`src/shared/crsf_pkg.sv`:
```
/*
 package for the cpu register set and flag block: flag bit positions,
 reset values, timer codes and the software register map.
 assumes nothing of its surroundings.
*/
package crsf_pkg;
   // status register bit positions
   localparam int FLAG_CARRY_POS  = 0;
   localparam int FLAG_IRQ_POS    = 1;
   localparam int FLAG_ZERO_POS   = 2;
   localparam int FLAG_OVF_POS    = 3;
   localparam int FLAG_HALF_POS   = 4;
   // mask of the writable status bits
   localparam logic [7:0] FLAG_USED_MASK = 8'h1f;
   // reset values
   localparam logic [15:0] PTR_RESET   = 16'h0000;
   localparam logic [7:0]  BYTE_RESET  = 8'h00;
   localparam logic [8:0]  TIMER_ZERO  = 9'h000;
   localparam logic [8:0]  TIMER_FULL  = 9'h1ff;
   // register select codes for the load and read ports
   localparam logic [3:0] SEL_ACC    = 4'h0;
   localparam logic [3:0] SEL_P1_LO  = 4'h1;
   localparam logic [3:0] SEL_P1_HI  = 4'h2;
   localparam logic [3:0] SEL_P2_LO  = 4'h3;
   localparam logic [3:0] SEL_P2_HI  = 4'h4;
   localparam logic [3:0] SEL_P3_LO  = 4'h5;
   localparam logic [3:0] SEL_P3_HI  = 4'h6;
   localparam logic [3:0] SEL_FLAGS  = 4'h7;
   localparam logic [3:0] SEL_TIM_LO = 4'h8;
   localparam logic [3:0] SEL_TIM_HI = 4'h9;
   localparam logic [3:0] SEL_IP_LO  = 4'ha;
   localparam logic [3:0] SEL_IP_HI  = 4'hb;
   localparam logic [3:0] SEL_SP_LO  = 4'hc;
   localparam logic [3:0] SEL_SP_HI  = 4'hd;
   localparam logic [3:0] SEL_MISC   = 4'he;
   localparam logic [3:0] SEL_EVENT  = 4'hf;
   // misc register bit positions
   localparam int MISC_FLOP1_POS = 0;
   localparam int MISC_FLOP2_POS = 1;
   localparam int MISC_LCD_POS   = 2;
   // event status and mask layout
   localparam int EVT_TIMER_POS  = 0;
   localparam int EVT_WIDTH      = 1;
   // alu operation codes
   typedef enum logic [1:0] {
      CRSF_OP_ADD = 2'b00,
      CRSF_OP_ADC = 2'b01,
      CRSF_OP_SUB = 2'b10,
      CRSF_OP_SBC = 2'b11
   } crsf_op_t;
endpackage

```
`src/core/crsf_core.sv`:
```
/*
 cpu register set and condition flags: pointers, accumulator, general
 registers, nine bit timer, loose flops and the status register.
 assumes a sequencer drives the strobes synchronous to core_clk, and a
 plain register port with read data one cycle after the read strobe.
*/
`timescale 1ns/100ps
module crsf_core
   import crsf_pkg::*;
(
   // clock, reset, enable
   input  wire logic        core_clk,
   input  wire logic        resetn,
   input  wire logic        clk_en,
   // register port
   input  wire logic [3:0]  reg_addr,
   input  wire logic [7:0]  reg_wdata,
   input  wire logic        reg_write,
   input  wire logic        reg_read,
   output logic      [7:0]  reg_rdata,
   // sequencer controls
   input  wire logic        fetch_byte,
   input  wire logic        ip_load,
   input  wire logic [15:0] ip_value,
   input  wire logic        sp_load,
   input  wire logic [15:0] sp_value,
   input  wire logic        ptr_load,
   input  wire logic [1:0]  ptr_sel,
   input  wire logic [15:0] ptr_value,
   input  wire logic        mem_load,
   input  wire logic [7:0]  mem_data,
   input  wire logic        timer_tick,
   // alu request
   input  wire logic        alu_go,
   input  wire crsf_op_t    alu_op,
   input  wire logic [7:0]  alu_operand,
   // state outputs
   output logic [15:0] ip_out,
   output logic [15:0] sp_out,
   output logic [7:0]  acc_out,
   output logic [15:0] pointer_one,
   output logic [15:0] pointer_two,
   output logic [15:0] pointer_three,
   output logic [7:0]  condition_flags,
   output logic [8:0]  nine_bit_counter,
   output logic        general_flop_one,
   output logic        general_flop_two,
   output logic        lcd_on_bit,
   output logic        timer_irq_req,
   output logic        irq
);
   // register state
   logic [15:0] ip_q;                 // instruction pointer
   logic [15:0] sp_q;                 // stack pointer
   logic [7:0]  acc_q;                // accumulator
   logic [7:0]  gen_q [6];            // six general bytes
   logic [4:0]  flags_q;              // live status bits
   logic [8:0]  tim_q;                // timer counter
   logic        run_q;                // timer running
   logic [2:0]  misc_q;               // flops and lcd bit
   logic [EVT_WIDTH-1:0] evt_q;       // sticky events
   logic [EVT_WIDTH-1:0] mask_q;      // event mask
   logic        full_q;               // timer was full last cycle
   logic [7:0]  rdata_q;              // read data

   // alu result with carries
   function automatic logic [11:0] alu_calc(input crsf_op_t op, input logic [7:0] a,
                                            input logic [7:0] b, input logic cin);
      logic [7:0] bb;
      logic       ci;
      logic [4:0] lo;
      logic [7:0] low7;
      logic [8:0] full;
      bb = b;
      ci = 1'b0;
      lo = 5'h00;
      low7 = 8'h00;
      full = 9'h000;
      unique case (op)
         CRSF_OP_ADD: begin bb = b;  ci = 1'b0; end
         CRSF_OP_ADC: begin bb = b;  ci = cin;  end
         CRSF_OP_SUB: begin bb = ~b; ci = 1'b1; end
         CRSF_OP_SBC: begin bb = ~b; ci = cin;  end
      endcase
      lo   = {1'b0, a[3:0]} + {1'b0, bb[3:0]} + {4'h0, ci};
      low7 = {1'b0, a[6:0]} + {1'b0, bb[6:0]} + {7'h00, ci};
      full = {1'b0, a} + {1'b0, bb} + {8'h00, ci};
      // {carry7, carry6, half, result}
      alu_calc = {full[8], low7[7], lo[4], 1'b0, full[7:0]};
   endfunction

   logic [11:0] alu_res;
   logic [4:0]  flags_d;
   assign alu_res = alu_calc(alu_op, acc_q, alu_operand, flags_q[FLAG_CARRY_POS]);

   // next flag set from the alu
   always_comb begin
      flags_d = flags_q;
      flags_d[FLAG_CARRY_POS] = alu_res[11];
      flags_d[FLAG_HALF_POS]  = alu_res[9];
      flags_d[FLAG_ZERO_POS]  = (alu_res[7:0] == BYTE_RESET);
      flags_d[FLAG_OVF_POS]   = alu_res[10] ^ alu_res[11];
      flags_d[FLAG_IRQ_POS]   = flags_q[FLAG_IRQ_POS];
   end

   // register write decode
   logic wr_acc, wr_flags, wr_tim_lo, wr_tim_hi, wr_misc, wr_mask;
   assign wr_acc    = reg_write && reg_addr == SEL_ACC;
   assign wr_flags  = reg_write && reg_addr == SEL_FLAGS;
   assign wr_tim_lo = reg_write && reg_addr == SEL_TIM_LO;
   assign wr_tim_hi = reg_write && reg_addr == SEL_TIM_HI;
   assign wr_misc   = reg_write && reg_addr == SEL_MISC;
   assign wr_mask   = reg_write && reg_addr == SEL_EVENT;

   // instruction pointer
   always_ff @(posedge core_clk or negedge resetn) begin
      if (!resetn) begin
         ip_q <= PTR_RESET;
      end else if (clk_en) begin
         if (ip_load) begin
            ip_q <= ip_value;
         end else if (fetch_byte) begin
            ip_q <= ip_q + 16'h0001;
         end else if (reg_write && reg_addr == SEL_IP_LO) begin
            ip_q[7:0] <= reg_wdata;
         end else if (reg_write && reg_addr == SEL_IP_HI) begin
            ip_q[15:8] <= reg_wdata;
         end
      end
   end

   always_ff @(posedge core_clk or negedge resetn) begin
      if (!resetn) begin
         sp_q <= PTR_RESET;
      end else if (clk_en) begin
         if (sp_load) begin
            sp_q <= sp_value;
         end else if (reg_write && reg_addr == SEL_SP_LO) begin
            sp_q[7:0] <= reg_wdata;
         end else if (reg_write && reg_addr == SEL_SP_HI) begin
            sp_q[15:8] <= reg_wdata;
         end
      end
   end

   always_ff @(posedge core_clk or negedge resetn) begin
      if (!resetn) begin
         acc_q <= BYTE_RESET;
      end else if (clk_en) begin
         if (alu_go) begin
            acc_q <= alu_res[7:0];
         end else if (mem_load) begin
            acc_q <= mem_data;
         end else if (wr_acc) begin
            acc_q <= reg_wdata;
         end
      end
   end

   // general registers, bytes and pairs
   always_ff @(posedge core_clk or negedge resetn) begin
      if (!resetn) begin
         for (int i = 0; i < 6; i++) begin
            gen_q[i] <= BYTE_RESET;
         end
      end else if (clk_en) begin
         if (ptr_load && ptr_sel != 2'b11) begin
            gen_q[{ptr_sel, 1'b0}] <= ptr_value[7:0];
            gen_q[{ptr_sel, 1'b1}] <= ptr_value[15:8];
         end else if (reg_write && reg_addr >= SEL_P1_LO && reg_addr <= SEL_P3_HI) begin
            gen_q[3'(reg_addr - SEL_P1_LO)] <= reg_wdata;
         end
      end
   end

   // status register
   always_ff @(posedge core_clk or negedge resetn) begin
      if (!resetn) begin
         flags_q <= 5'h00;
      end else if (clk_en) begin
         if (alu_go) begin
            flags_q <= flags_d;
         end else if (wr_flags) begin
            flags_q <= reg_wdata[4:0];
         end
      end
   end

   // nine bit value a timer byte write leaves behind
   logic [8:0] tim_load;
   assign tim_load = wr_tim_lo ? {tim_q[8], reg_wdata} : {reg_wdata[0], tim_q[7:0]};

   // timer counter and run state
   always_ff @(posedge core_clk or negedge resetn) begin
      if (!resetn) begin
         tim_q <= TIMER_ZERO;
         run_q <= 1'b0;
      end else if (clk_en) begin
         if (wr_tim_lo || wr_tim_hi) begin
            tim_q <= tim_load;
            run_q <= (tim_load != TIMER_ZERO);
         end else if (run_q && timer_tick) begin
            tim_q <= tim_q + 9'h001;
         end
      end
   end

   // loose flops and lcd bit
   always_ff @(posedge core_clk or negedge resetn) begin
      if (!resetn) begin
         misc_q <= 3'h0;
      end else if (clk_en && wr_misc) begin
         misc_q <= reg_wdata[2:0];
      end
   end

   // timer full edge and sticky event
   logic full_now;
   assign full_now = (tim_q == TIMER_FULL);
   always_ff @(posedge core_clk or negedge resetn) begin
      if (!resetn) begin
         full_q <= 1'b0;
         evt_q  <= '0;
         mask_q <= '0;
      end else if (clk_en) begin
         full_q <= full_now;
         if (wr_mask) begin
            mask_q <= reg_wdata[EVT_WIDTH-1:0];
         end
         // set wins over read clear
         if (timer_irq_req) begin
            evt_q[EVT_TIMER_POS] <= 1'b1;
         end else if (reg_read && reg_addr == SEL_EVENT) begin
            evt_q <= '0;
         end
      end
   end

   assign timer_irq_req = full_now && !full_q && flags_q[FLAG_IRQ_POS];
   assign irq           = |(evt_q & mask_q);

   // read data, one cycle later
   always_ff @(posedge core_clk or negedge resetn) begin
      if (!resetn) begin
         rdata_q <= BYTE_RESET;
      end else if (clk_en) begin
         rdata_q <= BYTE_RESET;
         if (reg_read) begin
            unique case (reg_addr)
               SEL_ACC:    rdata_q <= acc_q;
               SEL_P1_LO, SEL_P1_HI, SEL_P2_LO, SEL_P2_HI, SEL_P3_LO, SEL_P3_HI:
                  rdata_q <= gen_q[3'(reg_addr - SEL_P1_LO)];
               SEL_FLAGS:  rdata_q <= {3'h0, flags_q};
               SEL_TIM_LO: rdata_q <= tim_q[7:0];
               SEL_TIM_HI: rdata_q <= {6'h00, run_q, tim_q[8]};
               SEL_IP_LO:  rdata_q <= ip_q[7:0];
               SEL_IP_HI:  rdata_q <= ip_q[15:8];
               SEL_SP_LO:  rdata_q <= sp_q[7:0];
               SEL_SP_HI:  rdata_q <= sp_q[15:8];
               SEL_MISC:   rdata_q <= {5'h00, misc_q};
               SEL_EVENT:  rdata_q <= {7'h00, evt_q};
            endcase
         end
      end
   end

   // outputs
   assign reg_rdata        = rdata_q;
   assign ip_out           = ip_q;
   assign sp_out           = sp_q;
   assign acc_out          = acc_q;
   assign pointer_one      = {gen_q[1], gen_q[0]};
   assign pointer_two      = {gen_q[3], gen_q[2]};
   assign pointer_three    = {gen_q[5], gen_q[4]};
   assign condition_flags  = {3'h0, flags_q};
   assign nine_bit_counter = tim_q;
   assign general_flop_one = misc_q[MISC_FLOP1_POS];
   assign general_flop_two = misc_q[MISC_FLOP2_POS];
   assign lcd_on_bit       = misc_q[MISC_LCD_POS];

   chk_ip_step: assert property (@(posedge core_clk) disable iff (!resetn)
      clk_en && fetch_byte && !ip_load |=> ip_q == $past(ip_q) + 16'h0001)
      else $error("ip did not step");
   chk_sp_load: assert property (@(posedge core_clk) disable iff (!resetn)
      clk_en && sp_load |=> sp_q == $past(sp_value))
      else $error("sp load lost");
   chk_timer_stop: assert property (@(posedge core_clk) disable iff (!resetn)
      clk_en && wr_tim_lo && reg_wdata == 8'h00 && tim_q[8] == 1'b0
      |=> !run_q && tim_q == TIMER_ZERO)
      else $error("timer runs after zero load");
   chk_timer_hold: assert property (@(posedge core_clk) disable iff (!resetn)
      clk_en && !run_q && !wr_tim_lo && !wr_tim_hi |=> $stable(tim_q))
      else $error("stopped timer moved");
   chk_timer_run: assert property (@(posedge core_clk) disable iff (!resetn)
      clk_en && wr_tim_lo && reg_wdata != 8'h00 |=> run_q)
      else $error("timer idle after load");
   chk_timer_irq: assert property (@(posedge core_clk) disable iff (!resetn)
      clk_en && timer_irq_req |=> evt_q[EVT_TIMER_POS])
      else $error("timer event lost");
   chk_enable_kept: assert property (@(posedge core_clk) disable iff (!resetn)
      clk_en && alu_go |=> $stable(flags_q[FLAG_IRQ_POS]))
      else $error("alu touched enable");
   chk_zero_flag: assert property (@(posedge core_clk) disable iff (!resetn)
      clk_en && alu_go |=> flags_q[FLAG_ZERO_POS] == (acc_q == 8'h00))
      else $error("zero flag wrong");
   chk_add_carry: assert property (@(posedge core_clk) disable iff (!resetn)
      clk_en && alu_go && alu_op == CRSF_OP_ADD
      |=> flags_q[FLAG_CARRY_POS] == ((9'($past(acc_q)) + 9'($past(alu_operand))) > 9'h0ff))
      else $error("add carry wrong");
   chk_sub_carry: assert property (@(posedge core_clk) disable iff (!resetn)
      clk_en && alu_go && alu_op == CRSF_OP_SUB
      |=> flags_q[FLAG_CARRY_POS] == ($past(acc_q) >= $past(alu_operand)))
      else $error("sub borrow wrong");
endmodule

```
`config.mk`:
```
export PLATFORM = sky130hd
export DESIGN_NAME = crsf_core
export DESIGN_NICKNAME = d
export VERILOG_FILES = /design/src/shared/crsf_pkg.sv /design/src/core/crsf_core.sv
export SDC_FILE = /design/constraint.sdc
export NUM_CORES = 1
export LEC_CHECK = 0
export BUFFER_PORTS_ARGS = -buffer_cell sky130_fd_sc_hd__buf_2
export CORE_AREA = 2 2 180 182
export CTS_CLUSTER_SIZE = 10
export DETAILED_ROUTE_END_ITERATION = 8
export DIE_AREA = 0 0 182 184
export PLACE_DENSITY = 0.51
export SLEW_MARGIN = 0
export SYNTH_ARGS = -nofsm -noshare
export SYNTH_HDL_FRONTEND = slang
export SYNTH_SLANG_ARGS = --single-unit
```
`constraint.sdc`:
```
create_clock -name core_clk -period 2.75 [get_ports core_clk]
set_input_delay 0 -clock core_clk [delete_from_list [all_inputs] [get_ports core_clk]]
set_output_delay 0 -clock core_clk [all_outputs]
set_load 0.005 [all_outputs]
```
==> out/qor.csv, run 1 <==
metric,value,unit
outcome,finished clean,
grt_max_degree,54,
synth_area_leaders,"dfrtp_1 (37%), o21ai_0 (6.4%), nand2_1 (6.3%)",
end_kind,flop,
core-area,0.0314,mm^2
async_flop_share,100,%
cp-start-kind,flop,
yosysUniqueCellTypes,72,
diodes,0,
dieArea,0.0335,mm^2
post_cts_buffers,0,
tns,0,ps
grt_pass1_wl,49100,um
yosys_warnings,0,
numPortBuffers,206,
cpLargestDelayFamily,adder cells,
critPathBufInv,1,
setup_viol,0,
cp_slowest_stage_delay,520,ps
ir_worst_vdd,430,uV
crit_slowest_cell,or4_1,
p_leak,4.76,nW
cts_buffer_depth,2,
clock_skew,7.25,ps
vias,8159,
cts_sinks,117,
reg2reg_depth,9,
worstMarginPinSlew,1220,ps
slew_violations,0,
drtIter0Drc,862,
synth.most_common_cell,nand2_1,
synth_top_area_cell,dfrtp_1,
min_period_over_period,89.4,%
wl_per_cell,21.3,um
hpwlAfterDp,24700,um
routed_via_density,5.25,
grt_pass1_vias,8024,
h-tree-depth,4,
final_nets,1250,
crit_start,flags_q[0],
stdcell_area,0.0103,mm^2
insertion_delay,420,ps
synth_common_cells,"nand2_1 (132), dfrtp_1 (117), o21ai_0 (100), a21oi_1 (70), nor2_1 (51)",
rows,65,
drive_gt1_share,27.1,%
whs_path_depth,4,
die_y,184,um
ys_ff_latch,117,
p_per_area,653,mW/mm^2
hp-class,input port to flop,
max_freq,407,MHz
cts_tree,done,
synthFlopType,dfrtp_1,
wl,33100,um
syn_to_final_growth,31.8,%
ant_nets,0,
drc,0,
crit_path_frequent_cell,fa_1,
netlist_area,0.00782,mm^2
grt_overflow,0,
finalHoldViolCount,0,
first_pass_iters,5,
start_util,24.9,%
synth_edf_count,0,
max_slew_margin,18.3,%
crit_chain,mux2i_1 -> fa_1 -> inv_1 -> fa_1 -> a21o_1 -> a21oi_1 -> xnor2_1 -> or4_1 -> o21ai_1,
rsz0062_at_grt,no,
crit_arrival,2810,ps
hold_path_startpoint,mem_data[0],
period_minus_slack,2460,ps
worst-path-stages,9,
worstReg2RegStart,flags_q[0],
netlist_instances,906,
cp_data_required_time,3100,ps
antenna_found_initial,1,
gp_congestion,0.877,
cts_buffers,17,
syn_area_per_cell,8.63,um^2
clk_root_buffer_cell,clkbuf_16,
path_clk_slew,60,ps
synth-seq-area-share,37.4,%
dpl_cell_area,0.00926,mm^2
maxCapViolCount,0,
dieWidth,182,um
num_io_pins,210,
path_class,flop to flop,
crit_fanout,2,
yosysTopAreaCellShare,37.4,%
grt_usage,19.5,%
## cells by family after synthesis
kind of cell / after synthesis / synth area share (%)
compound gates: 314 / 26.1
xor+xnor: 15 / 1.68
fa+ha+maj: 17 / 2.91
buf+inv: 79 / 4.46
flops: 117 / 37.4
mux: 65 / 9.13
other cells: 1 / 0.0479
simple gates: 298 / 18.2
## worst min-delay path: stages
cell and delay [ps]:
buf_2 90, mux2_2 130, o21ai_0 60, o21ai_0 130
## state kept, by name, summed over array words and instances, names as in the netlist
| name | cells |
|---|---|
| sp_out | 16 |
| misc_q | 3 |
| nine_bit_counter | 9 |
| flags_q | 5 |
| pointer_three | 16 |
| pointer_two | 16 |
| evt_q | 1 |
| run_q | 1 |
| ip_out | 16 |
| full_q | 1 |
| mask_q | 1 |
| reg_rdata | 8 |
| pointer_one | 16 |
| acc_out | 8 |
## metal layers
metal | GRT usage [%] | wire, um | vias to the layer above
met2 | 32.5 | 15600 | 390
met1 | 25.3 | 14200 | 3927
met4 | 5.23 | 692 | 2
met3 | 4.71 | 2650 | 51
li1 | - | - | 3789
met5 | 0 | 13 | -
## stage by stage
stage / hold slack, ps / cells / power, mW / worst slack (ps) / utilization, %
after floorplan: -296 / 908 / 3.52 / 399 / -
after global placement: -60.8 / 1474 / 4.52 / 351 / 29.5
after global routing: 30.6 / 1554 / 7.12 / 195 / 32.9
after detailed placement: -56.4 / 1474 / 4.54 / 294 / 29.5
final: 30.6 / 1554 / 6.74 / 292 / 32.9
after CTS: 19.3 / 1554 / 6.77 / 271 / 32.9
## cell type report
type                       count  area [um^2]
fill                        3354        21100
multi-input combinational    712         4560
sequential                   117         2930
timing repair buffer         278         1710
clock buffer                  26          509
tap                          402          503
inverter                      15         56.3
clock inverter                 4         45.0
## cells in the final DEF (no fill, tap or decap), drive strengths merged, types with 5 or more instances in the layout
cell         Yosys  layout
a211oi           9       9
a21o             7       7
a21oi           70      70
a222oi           5       5
a22o             9       9
a22oi           24      24
and2             9       9
and3             8       8
buf             24     228
clkbuf          40      26
clkinv           3       6
dfrtp          117     117
dlygate4sd3      0      50
ha              15      15
inv             12      12
mux2            41      41
mux2i           23      23
nand2          132     132
nand2b          12      12
nand3           24      24
nand3b           5       5
nand4            5       5
nor2            52      52
nor2b           19      19
nor3            12      12
nor4             7       7
o21ai          109     109
o22ai            7       7
o2bb2ai         23      23
o311a            6       6
o31ai            6       6
xor2            12      12
## report_power, final
group	switching [mW]	leakage, nW	total [mW]	internal [mW]
clock network	0.820	0.276	2.17	1.35
registers	0.487	1.49	2.55	2.06
logic	1.09	3.00	2.02	0.930
## what timing repair did
item / CTS / global route
gates resized for setup: 0 / 0
hold buffers: 50 / 0
hold endpoints to repair: 136 / 0
setup endpoints to repair: 0 / 0
## path summary, 6_finish.rpt
kind / slack (ps) / to
setup / recovery: 290 / flags_q[2]
hold / removal: 30 / acc_out[0]
setup reg to reg: 290 / flags_q[2]
hold reg to reg: 490 / reg_rdata[3]
max in group asynchronous: 1800 / pointer_three[9]
min in group asynchronous: 40 / ip_out[0]
Note: power is estimated with default switching activity, not from simulation.
==> inputs of run 2 (changes only) <==
- CORE_AREA: 2 2 180 182 -> 2 2 143 145
- DIE_AREA: 0 0 182 184 -> 0 0 145 147
- PLACE_DENSITY: 0.51 -> 0.7
- TNS_END_PERCENT: not set -> 20
==> run 2 against run 1 <==
Net effect: register-to-register slack got worse by 80 ps; sequential share of layout area rose by 0.49 points; clock skew up 2.4 ps; first-iteration DRC count decreased by 18%; largest cell class unchanged.
==> out/qor.csv, run 2 (same netlist as run 1, synthesis figures left out) <==
metric,value,unit,change
crit_arrival,2880,ps,was 2810 ps
num_io_pins,210,,unchanged
cts_sinks,117,,unchanged
power,6.68,mW,was 6.74 mW
cp_data_required_time,3100,ps,about the same
start_util,39.4,%,was 24.9%
vias,8189,,was 8159
final_nets,1247,,was 1250
clk_root_buffer_cell,clkbuf_16,,unchanged
crit_chain,mux2i_1 -> fa_1 -> inv_1 -> fa_1 -> a21o_1 -> a21oi_2 -> xnor2_1 -> or4_1 -> o21ai_1,,was mux2i_1 -> fa_1 -> inv_1 -> fa_1 -> a21o_1 -> a21oi_1 -> xnor2_1 -> or4_1 -> o21ai_1
p_sw_share,35.0,%,was 35.6%
slew_violations,0,,unchanged
post-route-util,51.1,%,was 32.9%
hp-class,input port to flop,,unchanged
path_clk_slew,60,ps,about the same
finalHoldViolCount,0,,unchanged
clkPwrFrac,32.4,%,was 32.2%
comb_power_share,29.5,%,was 30.0%
p_per_area,659,mW/mm^2,was 653 mW/mm^2
hold_path_startpoint,ip_value[15],,was mem_data[0]
clock_skew,9.70,ps,was 7.25 ps
drive_gt1_share,27.2,%,was 27.1%
grt_pass1_wl,45000,um,was 49100 um
dieArea,0.0213,mm^2,was 0.0335 mm^2
dieWidth,145,um,was 182 um
seqPwrFrac,38.1,%,was 37.8%
crit_slowest_cell,or4_1,,unchanged
first_pass_iters,6,,was 5
setup_viol,0,,unchanged
ir_worst_vdd,466,uV,was 430 uV
cp-start-kind,flop,,unchanged
ant_nets,0,,unchanged
rsz0062_at_grt,no,,unchanged
drc,0,,unchanged
worstReg2RegStart,flags_q[0],,unchanged
grt_usage,27.4,%,was 19.5%
diodes,0,,unchanged
cts_buffer_depth,2,,unchanged
outcome,finished clean,,unchanged
die_y,147,um,was 184 um
grt.busiest_layer,met2,,unchanged
max_freq,395,MHz,was 407 MHz
layout_commonest_cell,buf_2,,unchanged
rows,52,,was 65
setup_ws,216,ps,was 292 ps
wl,29300,um,was 33100 um
min_period_over_period,92.2,%,was 89.4%
use_met3,6.15,%,was 4.71%
gp_congestion,0.926,,was 0.877
grt_pass1_vias,7927,,was 8024
switchingPower,2.34,mW,was 2.40 mW
p_leak,4.74,nW,was 4.76 nW
crit_fanout,4,,was 2
insertion_delay,420,ps,about the same
tns,0,ps,unchanged
crit_start,flags_q[0],,unchanged
grt_max_degree,68,,was 54
grt_util_met1,35.6,%,was 25.3%
max_slew_margin,22.9,%,was 18.3%
h-tree-depth,4,,unchanged
syn_to_final_growth,29.6,%,was 31.8%
grt_util_met2,44.6,%,was 32.5%
core-area,0.0198,mm^2,was 0.0314 mm^2
power.internal,4.34,mW,about the same
place_ws,193,ps,was 294 ps
crit_path_frequent_cell,fa_1,,unchanged
end_kind,flop,,unchanged
cp_slowest_stage_delay,540,ps,was 520 ps
numPortBuffers,206,,unchanged
cts_buffers,17,,unchanged
grt_overflow,0,,unchanged
antenna_found_initial,0,,was 1
hpwlAfterDp,21300,um,was 24700 um
maxCapViolCount,0,,unchanged
cts_tree,done,,unchanged
period_minus_slack,2530,ps,was 2460 ps
dpl_cell_area,0.00907,mm^2,was 0.00926 mm^2
path_class,flop to flop,,unchanged
wl_per_cell,20.7,um,was 21.3 um
stdcell_area,0.0101,mm^2,was 0.0103 mm^2
worstMarginPinSlew,1150,ps,was 1220 ps
layout_common_cells,"buf_2 (205), nand2_1 (132), dfrtp_1 (117)",,unchanged
drtIter0Drc,710,,was 862
routed_via_density,5.77,,was 5.25
==> run 2: changes by cell type in the layout (fill, tap and decap cells not counted), sizes merged <==
cell,change
bufinv,+1
clkinvlp,+3
clkbuf,-6
buf,-3
clkinv,+2
==> run 2: path summary, 6_finish.rpt <==
check	endpoint	slack (ps)	depth (start not counted)
max	flags_q[2]	220	9
min	ip_out[15]	30	4
max reg2reg	flags_q[2]	220	9
min reg2reg	reg_rdata[4]	490	1
max in group asynchronous	pointer_three[5]	1770	3
min in group asynchronous	ip_out[7]	170	2
==> run 2: layout make-up <==
cell class                 count  area, um^2
fill                        1847        9700
clock buffer                  20         457
inverter                      15        56.3
sequential                   117        2930
clock inverter                10         108
tap                          270         338
multi-input combinational    712        4560
timing repair buffer         275        1690
==> run 2: power groups by stage <==
stage / clock network (mW) / logic, mW / registers, mW
floorplan: 0 / 1.11 / 2.41
global placement: 0 / 1.86 / 2.55
detailed placement: 0 / 1.89 / 2.56
CTS: 2.19 / 1.95 / 2.53
global route: 2.28 / 2.17 / 2.58
finish: 2.17 / 1.97 / 2.55
==> run 2: per-layer routing <==
layer / share of wire (%) / vias to the layer above
li1: - / 3784
met1: 41 / 3917
met2: 47 / 430
met3: 9.2 / 58
met4: 3.4 / 0
met5: 0 / -
==> run 2: repair_timing <==
action	in CTS	in global routing
setup endpoints to repair	0	1
resized for setup	0	1
buffers inserted	0	0
hold buffers	50	0
endpoints found under the hold margin	117	0
==> run 2: metrics by stage <==
step	hold slack [ps]	cells
after floorplan	-296	908
after global placement	85.5	1339
after detailed placement	88.7	1339
after CTS	16.9	1419
after global routing	42.2	1419
final	25.0	1419
==> run 2: worst max-delay path, delay by kind of cell, from the launching register on <==
family	cells	cell delay [ps]
AOI/OAI and AO/OA	3	540
adders and majority gates	2	620
buffers and inverters	1	60
xor gates and xnor gates	1	100
muxes	1	190
DFF	1	410
and+or+nand+nor	1	540
==> inputs of run 3 (changes only) <==
--- a/config.mk
+++ b/config.mk
@@ -8,8 +8,8 @@
 export BUFFER_PORTS_ARGS = -buffer_cell sky130_fd_sc_hd__buf_2
 export CORE_AREA = 2 2 143 145
-export CTS_CLUSTER_SIZE = 10
 export DETAILED_ROUTE_END_ITERATION = 8
 export DIE_AREA = 0 0 145 147
 export PLACE_DENSITY = 0.7
+export REMOVE_ABC_BUFFERS = 1
 export SLEW_MARGIN = 0
 export SYNTH_ARGS = -nofsm -noshare
==> constraint.sdc (replaced) <==
create_clock -name core_clk -period 2.75 [get_ports core_clk]
set_input_delay 0.55 -clock core_clk [delete_from_list [all_inputs] [get_ports core_clk]]
set_output_delay 0.55 -clock core_clk [all_outputs]
set_load 0.005 [all_outputs]
==> run 3 against run 2 <==
Net effect: global-route usage shrank 0.17 points; largest power group unchanged; cell count shrank 0.56%; via count about the same; total power rose by 3.6%; combinational power up 3%; register-to-register slack got worse by 20 ps; sequential share of layout area up 0.32 points; setup slack worse by 24 ps; critical endpoint unchanged; non-clock buffer count decreased by 11; utilization down 0.56 points; largest cell class unchanged.
==> out/qor.csv, run 3 (same netlist as run 1, synthesis figures left out) <==
metric,value,unit,change
routed_via_density,5.80,,was 5.77
max_freq,391,MHz,was 395 MHz
grt_pass1_vias,7864,,was 7927
finalHoldViolCount,0,,unchanged
drtIter0Drc,738,,was 710
rsz0062_at_grt,no,,unchanged
maxCapViolCount,0,,unchanged
drive_gt1_share,31.0,%,was 27.2%
crit_arrival,2910,ps,was 2880 ps
insertion_delay,420,ps,about the same
path_class,flop to flop,,unchanged
wl,29000,um,was 29300 um
period_minus_slack,2560,ps,was 2530 ps
r2r_slack,190,ps,was 220 ps
dieArea,0.0213,mm^2,unchanged
hpwlAfterDp,21900,um,was 21300 um
ctsHoldBuffers,0,,was 50
comb_power_share,29.4,%,was 29.5%
cp-start-kind,flop,,unchanged
p_leak,4.75,nW,was 4.74 nW
slew_violations,0,,unchanged
start_util,39.4,%,unchanged
p_per_area,690,mW/mm^2,was 659 mW/mm^2
power.internal,4.56,mW,was 4.34 mW
ctsResizeCount,0,,unchanged
outcome,finished clean,,unchanged
worstSetupEndpoint,flags_q[2],,unchanged
stdcell_area,0.0100,mm^2,was 0.0101 mm^2
switchingPower,2.37,mW,was 2.34 mW
post-route-util,50.5,%,was 51.1%
cts_buffer_depth,2,,unchanged
p_sw_share,34.2,%,was 35.0%
final_nets,1236,,was 1247
grt_overflow,0,,unchanged
cts_sinks,117,,unchanged
layout_commonest_cell,buf_2,,unchanged
layout_common_cells,"buf_2 (205), nand2_1 (132), dfrtp_1 (117)",,unchanged
setup_viol,0,,unchanged
worstReg2RegStart,flags_q[0],,unchanged
gp_congestion,0.982,,was 0.926
clock_skew,6.90,ps,was 9.70 ps
path_clk_slew,60,ps,about the same
dieWidth,145,um,unchanged
reg2reg_depth,9,,unchanged
h-tree-depth,4,,unchanged
dpl_cell_area,0.00940,mm^2,was 0.00907 mm^2
drc,0,,unchanged
grt_pass1_wl,45000,um,about the same
numPortBuffers,206,,unchanged
num_io_pins,210,,unchanged
post_cts_buffers,0,,unchanged
die_y,147,um,unchanged
antenna_found_initial,1,,was 0
hp-class,input port to async pin,,was input port to flop
crit_start,flags_q[0],,unchanged
max_slew_margin,55.3,%,was 22.9%
min_period_over_period,93.0,%,was 92.2%
cts_buffers,17,,unchanged
grt_max_degree,45,,was 68
grt_usage,27.2,%,was 27.4%
rows,52,,unchanged
ir_worst_vdd,526,uV,was 466 uV
ant_nets,0,,unchanged
first_pass_iters,5,,was 6
worstMarginPinSlew,670,ps,was 1150 ps
core-area,0.0198,mm^2,unchanged
clk_root_buffer_cell,clkbuf_16,,unchanged
syn_to_final_growth,28.2,%,was 29.6%
r2r_end,flags_q[2],,unchanged
vias,8182,,was 8189
end_kind,flop,,unchanged
crit_fanout,4,,unchanged
clkPwrFrac,34.4,%,was 32.4%
wl_per_cell,20.6,um,was 20.7 um
seqPwrFrac,36.2,%,was 38.1%
cts_tree,done,,unchanged
cp_data_required_time,3100,ps,about the same
tns,0,ps,unchanged
## run 3: cell count changes in the layout (fill, tap and decap cells not counted)
cell,change
clkbuf_8,-1
diode_2,+1
dlygate4sd3_1,-50
buf_12,+3
a21oi_2,-1
buf_4,+36
a21oi_1,+1
clkinv_2,-2
clkinvlp_4,+2
clkinv_4,+1
bufinv_16,+2
## run 3: worst min-delay path by stage
| stage | start | endpoint | slack (ps) |
|---|---|---|---|
| 6_report | resetn | ip_out[3] | 120 |
| 2_1_floorplan | resetn | acc_out[0] | 250 |
| 4_1_cts | resetn | ip_out[3] | 140 |
| 5_1_grt | resetn | ip_out[4] | 160 |
| 3_5_place_dp | reg_rdata[6] | reg_rdata[6] | 470 |
| 3_3_place_gp | reg_rdata[6] | reg_rdata[6] | 470 |
## run 3: final cells by class
type,count,area (um^2)
Sequential cell,117,2930
Fill cell,1909,9820
Clock buffer,19,443
Tap cell,270,338
Clock inverter,13,181
Timing Repair Buffer,264,1520
Multi-Input combinational cell,712,4560
Inverter,15,56.3
Antenna cell,1,2.50
## run 3: through the flow
step                      power, mW  setup WS (ps)  cells  hold WS [ps]
after floorplan                3.44          -1050    844           254
after global placement         4.50        -0.0955   1378           468
after detailed placement       4.54          -67.7   1378           473
after CTS                      6.92            174   1410           139
after global routing           7.28           43.9   1410           164
final                          6.92            191   1411           119
## run 3: power by group through the flow
stage / combinational [mW] / clock, mW / sequential [mW]
finish: 2.03 / 2.38 / 2.51
global route: 2.25 / 2.49 / 2.54
CTS: 2.03 / 2.40 / 2.49
detailed placement: 2.02 / 0 / 2.52
global placement: 1.98 / 0 / 2.52
floorplan: 1.03 / 0 / 2.42
## run 3: critical path, cell delays in order (launching register included)
cell and delay [ps]:
dfrtp_1 450, mux2i_1 210, fa_1 210, inv_1 50, fa_1 370, a21o_1 190, a21oi_1 230, xnor2_1 110
or4_1 520, o21ai_1 140
## run 3: layer usage
metal	up-vias	part of all wire, %	global-route usage (%)
li1	3761	-	-
met1	3913	41	36.5
met2	465	47	44.1
met3	43	10	6.27
met4	0	2.3	8.17
met5	-	0	0
